$ cat config.mk
export PLATFORM = sky130hd
export DESIGN_NAME = mcs_carrier_select
export DESIGN_NICKNAME = d
export VERILOG_FILES = /design/src/core/mcs_pkg.sv /design/src/core/mcs_carrier_select.sv
export VERILOG_INCLUDE_DIRS = /design/src /design/src/core
export SDC_FILE = /design/constraint.sdc
export NUM_CORES = 1
export LEC_CHECK = 0
export ABC_AREA = 1
export BUFFER_PORTS_ARGS = -buffer_cell sky130_fd_sc_hd__buf_4
export CORE_MARGIN = 2
export CORE_UTILIZATION = 53
export CTS_BUF_LIST = sky130_fd_sc_hd__clkbuf_2 sky130_fd_sc_hd__clkbuf_4 sky130_fd_sc_hd__clkbuf_8
export CTS_CLUSTER_DIAMETER = 40
export DETAILED_ROUTE_END_ITERATION = 8
export GPL_TIMING_DRIVEN = 0
export HOLD_SLACK_MARGIN = 0.12
export PLACE_DENSITY = 0.78
export SLEW_MARGIN = 20
export SYNTH_ARGS = -nofsm -noshare
export SYNTH_HDL_FRONTEND = slang
export SYNTH_SLANG_ARGS = --single-unit
$ cat constraint.sdc
create_clock -name clock -period 1.6 [get_ports clock]
set_clock_uncertainty 0.05 [all_clocks]
set_input_delay 0.08 -clock clock [delete_from_list [all_inputs] [get_ports clock]]
set_output_delay 0.08 -clock clock [all_outputs]
set_load 0.1 [all_outputs]
$ cat src/core/mcs_params.svh
// Constants of the modulator carrier select block.
// Assumes byte wide registers behind a plain strobe port.
`ifndef MCS_PARAMS_SVH
`define MCS_PARAMS_SVH

// ==========================================================
// Register indexes
`define MCS_ADDR_HIGH_CARRIER 2'h0
`define MCS_ADDR_LOW_CARRIER 2'h1
`define MCS_ADDR_MOD_CONTROL 2'h2
`define MCS_ADDR_MOD_SOURCE 2'h3

// ==========================================================
// Carrier control fields
`define MCS_CAR_PIN_DISABLE 7
`define MCS_CAR_INVERT 6
`define MCS_CAR_SYNC 5
`define MCS_CAR_WRITE_MASK 8'hEF
`define MCS_CAR_RESET 8'h00
`define MCS_SEL_PIN_ONE 4'h1
`define MCS_SEL_PWM_ONE 4'h4
`define MCS_SEL_PWM_FOUR 4'h7
`define MCS_SEL_FIRST_RESERVED 4'h8

// ==========================================================
// Modulator control and source fields
`define MCS_MOD_ENABLE 7
`define MCS_MOD_OUT_INVERT 4
`define MCS_MOD_STATUS 3
`define MCS_MOD_SW_VALUE 0
`define MCS_MOD_WRITE_MASK 8'hF1
`define MCS_MOD_RESET 8'h20
`define MCS_SRC_WRITE_MASK 8'h8F
`define MCS_SRC_RESET 8'h00
`define MCS_SRC_SOFTWARE 4'h0

`endif

$ cat src/core/mcs_pkg.sv
// Types of the modulator carrier select block.
// Assumes mcs_params.svh is on the include path.
`include "mcs_params.svh"

package mcs_pkg;

    // Which carrier path is being mixed
    typedef enum logic {MCS_HIGH_TIME, MCS_LOW_TIME} mcs_side_t;

    typedef struct packed {
        logic [7:0] high_ctrl;
        logic [7:0] low_ctrl;
        logic [7:0] mod_ctrl;
        logic [7:0] src_ctrl;
        logic [7:0] sync_a;
        logic [7:0] sync_b;
        logic prev_high;
        logic prev_low;
        mcs_side_t side;
        logic out;
        logic [6:0] pin_release;
        logic [7:0] read_data;
    } mcs_state_t;

endpackage : mcs_pkg

$ cat src/core/mcs_carrier_select.sv
// Carrier selection, polarity, pin release and carrier sync of a modulator.
// Assumes pin and peripheral inputs are asynchronous to clock.
//
// Added by the designer: the plain strobed port and the register addresses.
`timescale 1ns/1ns
`include "mcs_params.svh"

module mcs_carrier_select #(
    parameter int ADDR_W = 2
) (
    input wire logic clock,
    input wire logic reset_n,
    input wire logic [ADDR_W-1:0] reg_addr,
    input wire logic [7:0] reg_write_data,
    input wire logic reg_write,
    input wire logic reg_read,
    output logic [7:0] reg_read_data,
    input wire logic carrier_input_pin_one,
    input wire logic carrier_input_pin_two,
    input wire logic reference_clock_in,
    input wire logic pwm_unit_one,
    input wire logic pwm_unit_two,
    input wire logic pwm_unit_three,
    input wire logic pwm_unit_four,
    input wire logic modulation_pin,
    output logic modulated_out,
    output logic modulator_enable,
    output logic [6:0] source_pin_release
);

    // ==========================================================
    // Elaboration checks
    if (ADDR_W < 2)
    begin : gen_bad_addr
        $error("ADDR_W must be at least 2");
    end

    // ==========================================================
    // Functions
    function automatic logic pick_source(input logic [3:0] sel, input logic [7:0] srcs);
        logic bit_value;
        bit_value = 1'b0;
        if (sel < `MCS_SEL_FIRST_RESERVED)
        begin
            bit_value = srcs[sel[2:0]];
        end
        return bit_value;
    endfunction : pick_source

    function automatic logic [6:0] release_for(input logic [7:0] ctrl);
        logic [6:0] rel;
        rel = '0;
        if (ctrl[`MCS_CAR_PIN_DISABLE] && ctrl[3:0] >= `MCS_SEL_PIN_ONE
            && ctrl[3:0] <= `MCS_SEL_PWM_FOUR)
        begin
            rel[ctrl[2:0] - 3'h1] = 1'b1;
        end
        return rel;
    endfunction : release_for

    function automatic logic [7:0] addr_hit(input logic [ADDR_W-1:0] addr);
        logic [7:0] hit;
        hit = '0;
        // Indexes above the four registers stay unmapped
        if ((addr >> 2) == '0)
        begin
            hit[addr[1:0]] = 1'b1;
        end
        return hit;
    endfunction : addr_hit

    // ==========================================================
    // State
    mcs_pkg::mcs_state_t s;
    mcs_pkg::mcs_state_t next_s;
    logic [7:0] sources;
    logic high_carrier;
    logic low_carrier;
    logic fall_high;
    logic fall_low;
    logic want_high;
    logic high_sync;
    logic low_sync;
    logic [7:0] hit;

    always_comb
    begin
        next_s = s;
        hit = addr_hit(reg_addr);
        // Source index 0 is ground
        sources = {s.sync_b[6:0], 1'b0};
        high_carrier = pick_source(s.high_ctrl[3:0], sources)
            ^ s.high_ctrl[`MCS_CAR_INVERT];
        low_carrier = pick_source(s.low_ctrl[3:0], sources)
            ^ s.low_ctrl[`MCS_CAR_INVERT];
        fall_high = s.prev_high && !high_carrier;
        fall_low = s.prev_low && !low_carrier;
        high_sync = s.high_ctrl[`MCS_CAR_SYNC];
        low_sync = s.low_ctrl[`MCS_CAR_SYNC];
        if (s.src_ctrl[3:0] == `MCS_SRC_SOFTWARE)
        begin
            want_high = s.mod_ctrl[`MCS_MOD_SW_VALUE];
        end
        else
        begin
            want_high = s.sync_b[7];
        end

        // Input synchronisers
        next_s.sync_a = {modulation_pin, pwm_unit_four, pwm_unit_three, pwm_unit_two,
            pwm_unit_one, reference_clock_in, carrier_input_pin_two,
            carrier_input_pin_one};
        next_s.sync_b = s.sync_a;
        next_s.prev_high = high_carrier;
        next_s.prev_low = low_carrier;

        // Carrier path switching
        case (s.side)
            mcs_pkg::MCS_HIGH_TIME:
            begin
                if (!want_high && (!high_sync || fall_high))
                begin
                    next_s.side = mcs_pkg::MCS_LOW_TIME;
                end
            end
            mcs_pkg::MCS_LOW_TIME:
            begin
                if (want_high && (!low_sync || fall_low))
                begin
                    next_s.side = mcs_pkg::MCS_HIGH_TIME;
                end
            end
            default:
            begin
                next_s.side = mcs_pkg::MCS_LOW_TIME;
            end
        endcase

        // Mixed output
        if (s.mod_ctrl[`MCS_MOD_ENABLE])
        begin
            next_s.out = ((next_s.side == mcs_pkg::MCS_HIGH_TIME) ? high_carrier
                : low_carrier) ^ s.mod_ctrl[`MCS_MOD_OUT_INVERT];
        end
        else
        begin
            next_s.out = 1'b0;
        end
        next_s.pin_release = release_for(s.high_ctrl) | release_for(s.low_ctrl);

        // Register writes
        if (reg_write && hit[`MCS_ADDR_HIGH_CARRIER])
        begin
            next_s.high_ctrl = reg_write_data & `MCS_CAR_WRITE_MASK;
        end
        if (reg_write && hit[`MCS_ADDR_LOW_CARRIER])
        begin
            next_s.low_ctrl = reg_write_data & `MCS_CAR_WRITE_MASK;
        end
        if (reg_write && hit[`MCS_ADDR_MOD_CONTROL])
        begin
            next_s.mod_ctrl = reg_write_data & `MCS_MOD_WRITE_MASK;
        end
        if (reg_write && hit[`MCS_ADDR_MOD_SOURCE])
        begin
            next_s.src_ctrl = reg_write_data & `MCS_SRC_WRITE_MASK;
        end

        // Register reads, data valid in the next cycle only
        next_s.read_data = '0;
        if (reg_read)
        begin
            case (1'b1)
                hit[`MCS_ADDR_HIGH_CARRIER]: next_s.read_data = s.high_ctrl;
                hit[`MCS_ADDR_LOW_CARRIER]: next_s.read_data = s.low_ctrl;
                hit[`MCS_ADDR_MOD_SOURCE]: next_s.read_data = s.src_ctrl;
                hit[`MCS_ADDR_MOD_CONTROL]:
                begin
                    next_s.read_data = s.mod_ctrl;
                    next_s.read_data[`MCS_MOD_STATUS] = s.out;
                end
                default: next_s.read_data = '0;
            endcase
        end
    end

    always_ff @(posedge clock or negedge reset_n)
    begin
        if (!reset_n)
        begin
            s.high_ctrl <= `MCS_CAR_RESET;
            s.low_ctrl <= `MCS_CAR_RESET;
            s.mod_ctrl <= `MCS_MOD_RESET;
            s.src_ctrl <= `MCS_SRC_RESET;
            s.sync_a <= '0;
            s.sync_b <= '0;
            s.prev_high <= 1'b0;
            s.prev_low <= 1'b0;
            s.side <= mcs_pkg::MCS_LOW_TIME;
            s.out <= 1'b0;
            s.pin_release <= '0;
            s.read_data <= '0;
        end
        else
        begin
            s <= next_s;
        end
    end

    assign reg_read_data = s.read_data;
    assign modulated_out = s.out;
    assign modulator_enable = s.mod_ctrl[`MCS_MOD_ENABLE];
    assign source_pin_release = s.pin_release;
endmodule : mcs_carrier_select

---- Word-level counts from Yosys, hierarchy flattened ----
Cells that the tools add are included.
operators by class
  add/subtract/negate cells ............... 2
  $lt $le $gt $ge ......................... 14
  multiplexer cells ....................... 25
  bitwise operators ....................... 5
  reduce and logical (&&, ||, !) cells .... 23
operators by type and width
  cell                                                                              count
  8-bit 2-to-1 mux                                                                  5
  3-bit by 4-bit less-than comparator with 1-bit output, second input constant      4
  1-bit logical AND                                                                 15
  7-bit 2-to-1 mux                                                                  2
  1-bit 2-to-1 mux                                                                  12
  4-bit by 1-bit >= comparator with 1-bit output, second input constant             2
  4-bit by 3-bit less-or-equal comparator with 1-bit output, second input constant  2
  4-bit less-than comparator, second input constant                                 2
  7-bit OR                                                                          1
  1-bit binary-select mux with 3-bit select                                         2
  1-bit demux with 3-bit select                                                     2
  3-bit by 1-bit >= comparator with 1-bit output, second input constant             2
  3-bit by 1-bit subtractor with 3-bit output, second input constant                2
  1-bit zero test                                                                   5
  4-bit zero test                                                                   1
  2-bit by 4-bit less-than comparator with 1-bit output, second input constant      1
  1-bit bitwise XOR                                                                 3
  1-bit demux with 2-bit select                                                     1
  2-bit by 1-bit >= comparator with 1-bit output, second input constant             1
  1-bit logical OR                                                                  2
  1-bit one-hot mux with 2 select lines                                             1
  1-bit NOT                                                                         1
word-level totals
  register bits after elaboration ......... 59
  bits of input ports ..................... 22
  word-level logic and storage cells ...... 81

---- Longest topological paths before layout ----
Gate-level depths: netlist of run 1.
  depth after elaboration ................. 13
  depth in mapped cells ................... 15

---- Worst setup path before layout of run 1 ----
No wires, ideal clock.
  kind .................................... register to register
  start point ............................. reg s[59] (netlist bit)
  end point ............................... reg s, in the netlist source_pin_release[2]
  arrival ................................. 1404 ps
  data required time ...................... 1468 ps
  slack ................................... 64 ps
  cell stages (with the launch flop) ...... 8
  path buffers ............................ 1
  period minus slack after synthesis ...... 1536 ps
  cell sequence ........................... dfrtp_1 > buf_6 > inv_4 > ha_1 > xnor2_1 > inv_1 > or2_2 > o22ai_1
RTL lines
  item                    line                       text
  start, declared         mcs_carrier_select.sv:74   mcs_pkg::mcs_state_t s;
  start signal, assigned  mcs_carrier_select.sv:206  s <= next_s;

==> tab_implementation.tex, run 1 <==
\begin{tabular}{lr}
\hline
Metric & Value \\
\hline
\multicolumn{2}{l}{\textbf{Setup path}} \\
\quad Highest-delay cell along the critical path & sky130\_fd\_sc\_hd\_\_dfrtp\_2 \\
\quad Capturing element of the worst setup path & modulated\_out \\
\quad Critical R2R Capture & modulated\_out \\
\quad Critical Path AT & 1.88 ns \\
\quad Chain of cells forming the critical path & inv\_4 > nand2\_2 > nand3\_1 > nand2\_1 > nand2\_2 > nand3\_2 > nand2\_2 > nand3\_1 > nand2\_1 > nand2\_2 > nand2\_2 > nand2\_2 > a21oi\_2 > nor2\_1 \\
\quad RR Startpoint & s[51] \\
\quad Beginning of the critical path & s[51] \\
\quad Stage delay of the slowest cell on the critical path & 0.47 ns \\
\quad Maximum fanout encountered on the critical timing path & 7 \\
\quad Required @ worst endpoint & 1.78 ns \\
\quad Setup slack, reg-to-reg & -0.09 ns \\
\quad Number of cells traversed by the worst register-to-register path & 14 \\
\quad Worst Setup End Kind & flop \\
\quad Category of the critical setup timing path & reg -> reg \\
\quad Kind of start point of the critical path & flop \\
\quad CP most frequent cell & sky130\_fd\_sc\_hd\_\_nand2\_2 \\
\multicolumn{2}{l}{\textbf{Clock network}} \\
\quad Maximum level of the CTS H-tree & 3 \\
\quad Worst-case clock buffer depth & 2 \\
\quad Clock Sink Count & 59 \\
\quad Clock latency of the later-clocked register in the worst-skew pair & 0.34 ns \\
\quad Num CTS Buffers & 9 \\
\quad Clk Tree Root Cell & sky130\_fd\_sc\_hd\_\_clkbuf\_8 \\
\quad Clock transition at the register clock pins on the worst setup and hold paths after CTS & 0.06 ns \\
\quad Clock tree from TritonCTS & done \\
\multicolumn{2}{l}{\textbf{Die}} \\
\quad Die Ht & 74.48 um \\
\quad Total number of placement rows & 25 \\
\quad Overall die width & 74.48 um \\
\quad Effective utilization at floorplan & 55.37\% \\
\quad Io pins & 39 \\
\quad CORE AREA & 0.004755 mm\^{}2 \\
\quad Die ar. & 0.005547 mm\^{}2 \\
\multicolumn{2}{l}{\textbf{STA}} \\
\quad Total count of hold-check failures in the final report & 0 \\
\quad Maximum operating frequency & 0.5906 GHz \\
\quad Final critical delay including setup and external delays & 1.693 ns \\
\quad Post-route fraction of the period consumed by the critical path & 105.8\% \\
\quad Minimum setup slack in the final design & -0.09309 ns \\
\quad Worst hold slack after final layout & 0.1706 ns \\
\quad Tightest Pin Transition & 0.7137 ns \\
\quad Final count of pins violating max slew & 0 \\
\quad Normalized max-slew margin & 52.42\% \\
\quad Setup violation total in the final timing report & 6 \\
\quad Setup repair after global routing missed its margin & yes \\
\multicolumn{2}{l}{\textbf{Cells and area}} \\
\quad Ant. Diodes & 0 \\
\quad Net total in the final layout & 394 \\
\quad Core utilization of the finished layout & 75.95\% \\
\quad Layout cell share with drive strength beyond 1 & 33.51\% \\
\quad Commonest cells after routing, fill and taps aside & sky130\_fd\_sc\_hd\_\_nand2\_1 (69), sky130\_fd\_sc\_hd\_\_buf\_4 (60), sky130\_fd\_sc\_hd\_\_dfrtp\_1 (54), sky130\_fd\_sc\_hd\_\_inv\_1 (34), sky130\_fd\_sc\_hd\_\_o21ai\_0 (28) \\
\quad Most common cell after layout, fill and taps aside & sky130\_fd\_sc\_hd\_\_nand2\_1 \\
\quad Fill count & 345 \\
\quad Layout-stage area growth over the synthesis result & 37.17\% \\
\multicolumn{2}{l}{\textbf{Detailed routing}} \\
\quad Wire length after detailed routing & 6.129 mm \\
\quad Drc violations & 0 \\
\quad Number of search-and-repair iterations in the first detailed-routing pass & 4 \\
\quad Overall via count from detail\_route & 2,225 \\
\quad Starting DRC count in detailed routing & 252 \\
\quad Antenna Violating Nets Remaining & 0 \\
\quad Via-per-instance ratio & 5.057 \\
\quad Post-DR wirelength/cell & 13.93 um \\
\multicolumn{2}{l}{\textbf{Worst hold path}} \\
\quad Worst hold path type & in -> reg \\
\multicolumn{2}{l}{\textbf{Synth}} \\
\quad Proportion of synthesized flip-flops having asynchronous set or reset & 100.0\% \\
\quad Mean cell area of the mapped netlist & 9.141 um\^{}2 \\
\quad Nets in the synthesized netlist & 314 \\
\quad Synthesis-stage register bit count & 59 \\
\quad Count of mapped cells out of synthesis & 288 \\
\quad Unique masters post-synth & 31 \\
\quad Ys flop type & sky130\_fd\_sc\_hd\_\_dfrtp\_1 \\
\quad Netlist area before placement & 0.002633 mm\^{}2 \\
\quad Seq/Total Area, Yosys & 56.18\% \\
\quad EDFF count, synth & 0 \\
\quad Synth Warn \# & 0 \\
\multicolumn{2}{l}{\textbf{Placed design}} \\
\quad Post-placement worst setup slack & -0.2023 ns \\
\quad Count of input and output buffers & 37 \\
\quad HPWL after DPL & 3.783 mm \\
\quad Final Wtd Congestion & 0.8282 \\
\multicolumn{2}{l}{\textbf{Power}} \\
\quad VDD IR-drop max & 0.0007640 V \\
\quad Static leakage & 1.832 nW \\
\quad Power per cell area & 1230 mW/mm\^{}2 \\
\quad Overall power after layout & 0.004443 W \\
\multicolumn{2}{l}{\textbf{Global route}} \\
\quad Overall fraction of global-route tracks in use & 23.81\% \\
\quad Via count of the first global-routing pass & 2,124 \\
\quad Pin count of the biggest net entering global routing & 60 \\
\quad Global-route wire length before repair & 9.515 mm \\
\quad GRT overflow & 0 \\
\quad Antenna violations before repair & 0 \\
\multicolumn{2}{l}{\textbf{Job}} \\
\quad Total of max-cap violations & 0 \\
\multicolumn{2}{l}{\textbf{Status}} \\
\quad Violated checks & negative setup slack \\
\quad Result of the run & finished, violations left \\
\hline
\end{tabular}
==> kinds of logic after synthesis <==
family / Yosys count / share of synthesized area, %
AOI/OAI and AO/OA: 49 / 10.60
buffers and inverters: 58 / 10.79
adders and majority gates: 4 / 1.901
DFF: 59 / 56.18
and+or+nand+nor: 115 / 19.44
muxes: 1 / 0.4277
xor gates and xnor gates: 2 / 0.6655
==> timing repair <==
action                                 CTS  global route
pin swaps                                2            12
buffers inserted                         4             7
endpoints found under the hold margin   97             0
setup endpoints to repair                8            16
hold buffers                            23             0
gates resized for setup                  8            30
==> synth_stat cells, types with 3 or more instances <==
| master | instances | area (um^2) |
|---|---|---|
| sky130_fd_sc_hd__nand3_2 | 5 | 50.05 |
| sky130_fd_sc_hd__inv_1 | 37 | 138.9 |
| sky130_fd_sc_hd__buf_4 | 15 | 112.6 |
| sky130_fd_sc_hd__ha_1 | 4 | 50.05 |
| sky130_fd_sc_hd__dfrtp_1 | 57 | 1426 |
| sky130_fd_sc_hd__nor2_1 | 11 | 41.29 |
| sky130_fd_sc_hd__o21ai_0 | 29 | 145.1 |
| sky130_fd_sc_hd__nand2_2 | 5 | 31.28 |
| sky130_fd_sc_hd__nand3_1 | 10 | 50.05 |
| sky130_fd_sc_hd__clkbuf_1 | 3 | 11.26 |
| sky130_fd_sc_hd__nand2_1 | 76 | 285.3 |
| sky130_fd_sc_hd__o22ai_1 | 6 | 37.54 |
| sky130_fd_sc_hd__a21oi_1 | 5 | 25.02 |
==> power breakdown <==
group	leakage, nW	internal [W]	switching, W	total, W
clock	0.0890	0.000563	0.000584	0.00115
sequential	0.732	0.00169	0.000157	0.00184
combinational	1.01	0.000528	0.000924	0.00145
total	1.83	0.00278	0.00166	0.00444
==> how the worst min path moves through the flow <==
| stage | from | slack (ns) | end | cells past startpoint |
|---|---|---|---|---|
| after detailed placement | reset_n | 0.13 | s[21] | 1 |
| after CTS | reg_addr[1] | 0.14 | reg_read_data[5] | 6 |
| final | reg_addr[1] | 0.17 | reg_read_data[6] | 6 |
| after floorplan | reset_n | -0.27 | high_sync | 0 |
| after global placement | reset_n | 0.12 | next_s[21] | 1 |
| after global routing | reg_addr[1] | 0.19 | reg_read_data[6] | 6 |
==> metrics by stage <==
| step | TNS (ns) | cells | cell area, um^2 |
|---|---|---|---|
| after floorplan | 0 | 288 | 2633 |
| after detailed placement | -0.7726 | 392 | 2994 |
| after CTS | -0.3462 | 435 | 3446 |
| final | -0.2448 | 440 | 3611 |
| after global placement | -0.2025 | 392 | 2994 |
| after global routing | -0.7807 | 440 | 3611 |
==> final cells by class <==
cell class                      instances  area, um^2  area share, %
Timing Repair Buffer                   70       590.6          16.35
Sequential cell                        59        1483          41.06
Clock buffer                           10       131.4          3.638
Buffer                                 18       131.4          3.638
Multi-Input combinational cell        171        1007          27.89
Inverter                               39       151.4          4.193
Tap cell                               67       83.83          2.322
Clock inverter                          6       32.53         0.9009
==> flip-flops by register name (all words and copies together), names as in the netlist <==
name and count:
modulator_enable 1, reg_read_data 8, high_sync 1, modulated_out 1, next_s 8, s 32, low_sync 1, source_pin_release 7
==> metal layers <==
| metal | share of wire [%] | GRT usage (%) |
|---|---|---|
| met1 | 44 | 30.70 |
| met2 | 48 | 37.27 |
| met3 | 5.3 | 6.504 |
| met4 | 2.6 | 11.90 |
| met5 | 0 | 0 |
==> critical path: cells and delay by family, from the launching register on <==
| family | cells | cell delay (ns) |
|---|---|---|
| AND/OR/NAND/NOR | 12 | 0.83 |
| flip-flops | 1 | 0.47 |
| buffers and inverters | 1 | 0.12 |
| AO/OA/AOI/OAI | 1 | 0.11 |
No activity file was read; power rests on OpenSTA's default activity.
==> run 2, diff against run 1 <==
Settings changed: ABC_AREA 1 to 0, ABC_CLOCK_PERIOD_IN_PS set to 1600.
==> run 2 against run 1 <==
  * The flow still finishes with violations (negative setup slack)
  * Non-clock buffer count is 4 lower
  * Sequential power up 4%
  * Total power up 16%
  * Combinational power up 11%
  * Synthesized cell count is 30% lower
  * Fmax is 22% lower
  * Critical path type unchanged
==> tab_implementation.tex, run 2 <==
\begin{tabular}{lr}
\hline
Metric & Value \\
\hline
\multicolumn{2}{l}{\textbf{Worst hold path}} \\
\quad Worst hold path type & in -> reg \\
\quad Hold Path Depth & 3 \\
\quad Hold Path End & s[66] \\
\quad Min-delay src & reg\_addr[0] \\
\multicolumn{2}{l}{\textbf{Power}} \\
\quad Share of power burned in combinational logic & 31.3\% \\
\quad Cell Int Power & 0.003441 W \\
\quad VDD IR-drop max & 0.001016 V \\
\quad Switching power of the nets & 0.001696 W \\
\quad Sequential Power Share & 37.2\% \\
\quad Proportion of power drawn by the clock network & 31.5\% \\
\quad Power per cell area & 1432 mW/mm\^{}2 \\
\quad Static leakage & 1.637 nW \\
\quad Fraction of power spent switching nets & 33.02\% \\
\multicolumn{2}{l}{\textbf{Setup path}} \\
\quad RR Startpoint & s[51] \\
\quad Number of cells traversed by the worst register-to-register path & 6 \\
\quad Kind of start point of the critical path & flop \\
\quad Setup slack, reg-to-reg & -0.58 ns \\
\quad Maximum fanout encountered on the critical timing path & 4 \\
\quad Worst Setup End Kind & flop \\
\quad Required @ worst endpoint & 1.81 ns \\
\quad Critical Path AT & 2.39 ns \\
\quad Critical R2R Capture & modulated\_out \\
\quad Category of the critical setup timing path & reg -> reg \\
\multicolumn{2}{l}{\textbf{Cells and area}} \\
\quad Layout-stage area growth over the synthesis result & 36.39\% \\
\quad Ant. Diodes & 0 \\
\quad Final standard cell count with taps included and fillers excluded & 349 \\
\quad Largest Register & s \\
\quad Fill count & 323 \\
\quad Commonest cells after routing, fill and taps aside & sky130\_fd\_sc\_hd\_\_buf\_4 (57), sky130\_fd\_sc\_hd\_\_dfrtp\_1 (52), sky130\_fd\_sc\_hd\_\_mux2\_2 (23), sky130\_fd\_sc\_hd\_\_dlygate4sd3\_1 (22), sky130\_fd\_sc\_hd\_\_clkbuf\_8 (13) \\
\quad Layout cell share with drive strength beyond 1 & 46.81\% \\
\quad Combined area of the multi-input logic cells & 0.001064 mm\^{}2 \\
\quad Most common cell after layout, fill and taps aside & sky130\_fd\_sc\_hd\_\_buf\_4 \\
\quad Net total in the final layout & 303 \\
\quad Largest register FFs & 32 \\
\quad Area taken by flip-flops and latches & 0.001485 mm\^{}2 \\
\multicolumn{2}{l}{\textbf{Synth}} \\
\quad Synth Warn \# & 0 \\
\quad Seq/Total Area, Yosys & 56.23\% \\
\quad Nets in the synthesized netlist & 228 \\
\quad Unique masters post-synth & 46 \\
\quad Adder-cell share of the synthesized area & 1.903\% \\
\quad Ys flop type & sky130\_fd\_sc\_hd\_\_dfrtp\_1 \\
\quad Mean cell area of the mapped netlist & 13.02 um\^{}2 \\
\quad Largest family of logic cells by synthesized area & multiplexers \\
\quad Simple-gate area share of the yosys netlist & 11.04\% \\
\quad Synthesis-stage register bit count & 59 \\
\quad Count of mapped cells out of synthesis & 202 \\
\quad EDFF count, synth & 0 \\
\quad Fraction of synthesized cell area taken by the top area cell type & 54.23\% \\
\quad Netlist area before placement & 0.002630 mm\^{}2 \\
\quad Proportion of synthesized flip-flops having asynchronous set or reset & 100.0\% \\
\quad Largest area contributor in the netlist & sky130\_fd\_sc\_hd\_\_dfrtp\_1 \\
\quad Xor and xnor area share after synthesis & 0.9990\% \\
\quad Most numerous cell types in the synthesized netlist & sky130\_fd\_sc\_hd\_\_dfrtp\_1 (57), sky130\_fd\_sc\_hd\_\_mux2\_2 (24), sky130\_fd\_sc\_hd\_\_buf\_4 (15) \\
\quad Compound-cell area share of the yosys netlist & 7.707\% \\
\quad Top post-synthesis cells by area & sky130\_fd\_sc\_hd\_\_dfrtp\_1 (54\%), sky130\_fd\_sc\_hd\_\_mux2\_2 (10\%), sky130\_fd\_sc\_hd\_\_buf\_4 (4.3\%) \\
\quad Cell with the most instances after synthesis & sky130\_fd\_sc\_hd\_\_dfrtp\_1 \\
\quad Multiplexer share of the synthesized area & 15.84\% \\
\multicolumn{2}{l}{\textbf{Die}} \\
\quad Effective utilization at floorplan & 55.32\% \\
\quad Die Ht & 74.45 um \\
\quad Overall die width & 74.45 um \\
\quad Io pins & 39 \\
\quad Die ar. & 0.005542 mm\^{}2 \\
\quad CORE AREA & 0.004755 mm\^{}2 \\
\quad Total number of placement rows & 25 \\
\multicolumn{2}{l}{\textbf{Global route}} \\
\quad Met1 capacity usage during global routing & 28.69\% \\
\quad Pin count of the biggest net entering global routing & 60 \\
\quad Antenna violations before repair & 0 \\
\quad Global-route track usage on met3 & 5.285\% \\
\quad Peak-usage layer in the global routing report & met2 \\
\quad GRT overflow & 0 \\
\quad Global-route wire length before repair & 8.335 mm \\
\quad Global-route track usage on met2 & 31.96\% \\
\quad Overall fraction of global-route tracks in use & 21.18\% \\
\quad Via count of the first global-routing pass & 1,733 \\
\multicolumn{2}{l}{\textbf{Clock network}} \\
\quad Maximum level of the CTS H-tree & 3 \\
\quad Clk Tree Root Cell & sky130\_fd\_sc\_hd\_\_clkbuf\_8 \\
\quad Clock transition at the register clock pins on the worst setup and hold paths after CTS & 0.06 ns \\
\quad Worst-case clock buffer depth & 2 \\
\quad Clock latency of the later-clocked register in the worst-skew pair & 0.33 ns \\
\quad Clock Sink Count & 59 \\
\quad Clock tree from TritonCTS & done \\
\quad Num CTS Buffers & 9 \\
\multicolumn{2}{l}{\textbf{STA}} \\
\quad Final critical delay including setup and external delays & 2.184 ns \\
\quad Total count of hold-check failures in the final report & 0 \\
\quad Minimum setup slack in the final design & -0.5838 ns \\
\quad Post-route fraction of the period consumed by the critical path & 136.5\% \\
\quad Normalized max-slew margin & 52.73\% \\
\quad Maximum operating frequency & 0.4579 GHz \\
\quad Final count of pins violating max slew & 0 \\
\quad Setup violation total in the final timing report & 10 \\
\quad Tightest Pin Transition & 0.7090 ns \\
\quad Setup repair after global routing missed its margin & yes \\
\multicolumn{2}{l}{\textbf{Detailed routing}} \\
\quad Starting DRC count in detailed routing & 188 \\
\quad Number of search-and-repair iterations in the first detailed-routing pass & 4 \\
\quad Wire length after detailed routing & 5.337 mm \\
\quad Drc violations & 0 \\
\quad Antenna Violating Nets Remaining & 0 \\
\quad Overall via count from detail\_route & 1,834 \\
\quad Post-DR wirelength/cell & 15.29 um \\
\quad Via-per-instance ratio & 5.255 \\
\multicolumn{2}{l}{\textbf{Placed design}} \\
\quad Count of input and output buffers & 37 \\
\quad HPWL after DPL & 3.401 mm \\
\quad Final Wtd Congestion & 0.8336 \\
\quad Placed Cells incl. Taps & 306 \\
\quad Post-placement worst setup slack & -0.6911 ns \\
\multicolumn{2}{l}{\textbf{Status}} \\
\quad Violated checks & negative setup slack \\
\quad Result of the run & finished, violations left \\
\multicolumn{2}{l}{\textbf{Job}} \\
\quad Total of max-cap violations & 0 \\
\hline
\end{tabular}
-- run 2: cell count changes in the layout (fill, tap and decap cells not counted), sizes merged, moves of 5 or more --
cell,delta
mux4,+5
and2,+6
o21ai,-22
mux2,+23
clkinv,-5
nor2,-9
nand3b,+5
nand2,-68
inv,-32
nand3,-13
-- run 2: area by class of cell --
cell class                      count  share of cell area, %
Timing Repair Buffer               65                  15.24
Buffer                             19                  3.767
Multi-Input combinational cell    116                  29.65
Clock buffer                       13                  4.988
Sequential cell                    59                  41.40
Inverter                            7                 0.7325
Tap cell                           67                  2.337
Clock inverter                      3                  1.884
-- run 2: timing repair --
| action | CTS | global route |
|---|---|---|
| pin swaps | 11 | 7 |
| buffers inserted | 5 | 3 |
| setup endpoints to repair | 11 | 11 |
| hold buffers | 22 | 0 |
| endpoints found under the hold margin | 97 | 0 |
| resized for setup | 3 | 17 |
-- run 2: per-layer routing --
| metal | up-vias | routed length [um] |
|---|---|---|
| met1 | 890 | 2336 |
| met4 | 0 | 82 |
| met2 | 68 | 2604 |
| met5 | - | 0 |
| met3 | 11 | 312 |
| li1 | 865 | - |
-- run 2: worst max-delay path by stage --
stage                     cells past startpoint  slack (ns)       endpoint  startpoint
after CTS                                     6       -0.60  modulated_out       s[51]
after floorplan                               6       -0.43  modulated_out       s[51]
after global placement                        6       -0.66  modulated_out       s[51]
final                                         6       -0.58  modulated_out       s[51]
after global routing                          6       -0.76  modulated_out       s[51]
after detailed placement                      6       -0.69  modulated_out       s[51]
-- run 2: power groups by stage --
| stage | logic [W] | registers (W) | clock network, W |
|---|---|---|---|
| finish | 0.00161 | 0.00191 | 0.00162 |
| global placement | 0.00140 | 0.00192 | 0 |
| global route | 0.00171 | 0.00194 | 0.00172 |
| floorplan | 0.00104 | 0.00198 | 0 |
| detailed placement | 0.00144 | 0.00192 | 0 |
| CTS | 0.00155 | 0.00190 | 0.00164 |
-- run 2: kinds of logic after synthesis --
family                   count (synthesis)
adder cells (fa/ha/maj)                  4
flip-flops                              59
AND/OR/NAND/NOR                         50
AO/OA/AOI/OAI                           27
buffers and inverters                   27
multiplexers                            32
XOR/XNOR                                 3
-- run 2: metrics by stage --
stage	instance area, um^2	hold slack (ns)	utilization [%]	total power, W	setup TNS [ns]
2_1_floorplan	2640	-0.2656	-	0.003016	-0.6633
6_report	3587	0.1813	75.45	0.005138	-2.180
3_3_place_gp	3002	0.1255	63.13	0.003317	-2.843
4_1_cts	3523	0.1728	74.11	0.005086	-2.407
3_5_place_dp	3007	0.1307	63.24	0.003360	-2.166
5_1_grt	3587	0.1824	75.45	0.005371	-3.441
-- run 2: critical path, cell delays in order (launching register included) --
cell	delay, ns
sky130_fd_sc_hd__dfrtp_2	0.38
sky130_fd_sc_hd__mux4_2	0.51
sky130_fd_sc_hd__a222oi_1	0.23
sky130_fd_sc_hd__nand4_1	0.24
sky130_fd_sc_hd__and2_4	0.21
sky130_fd_sc_hd__a221oi_2	0.28
sky130_fd_sc_hd__mux2i_1	0.21
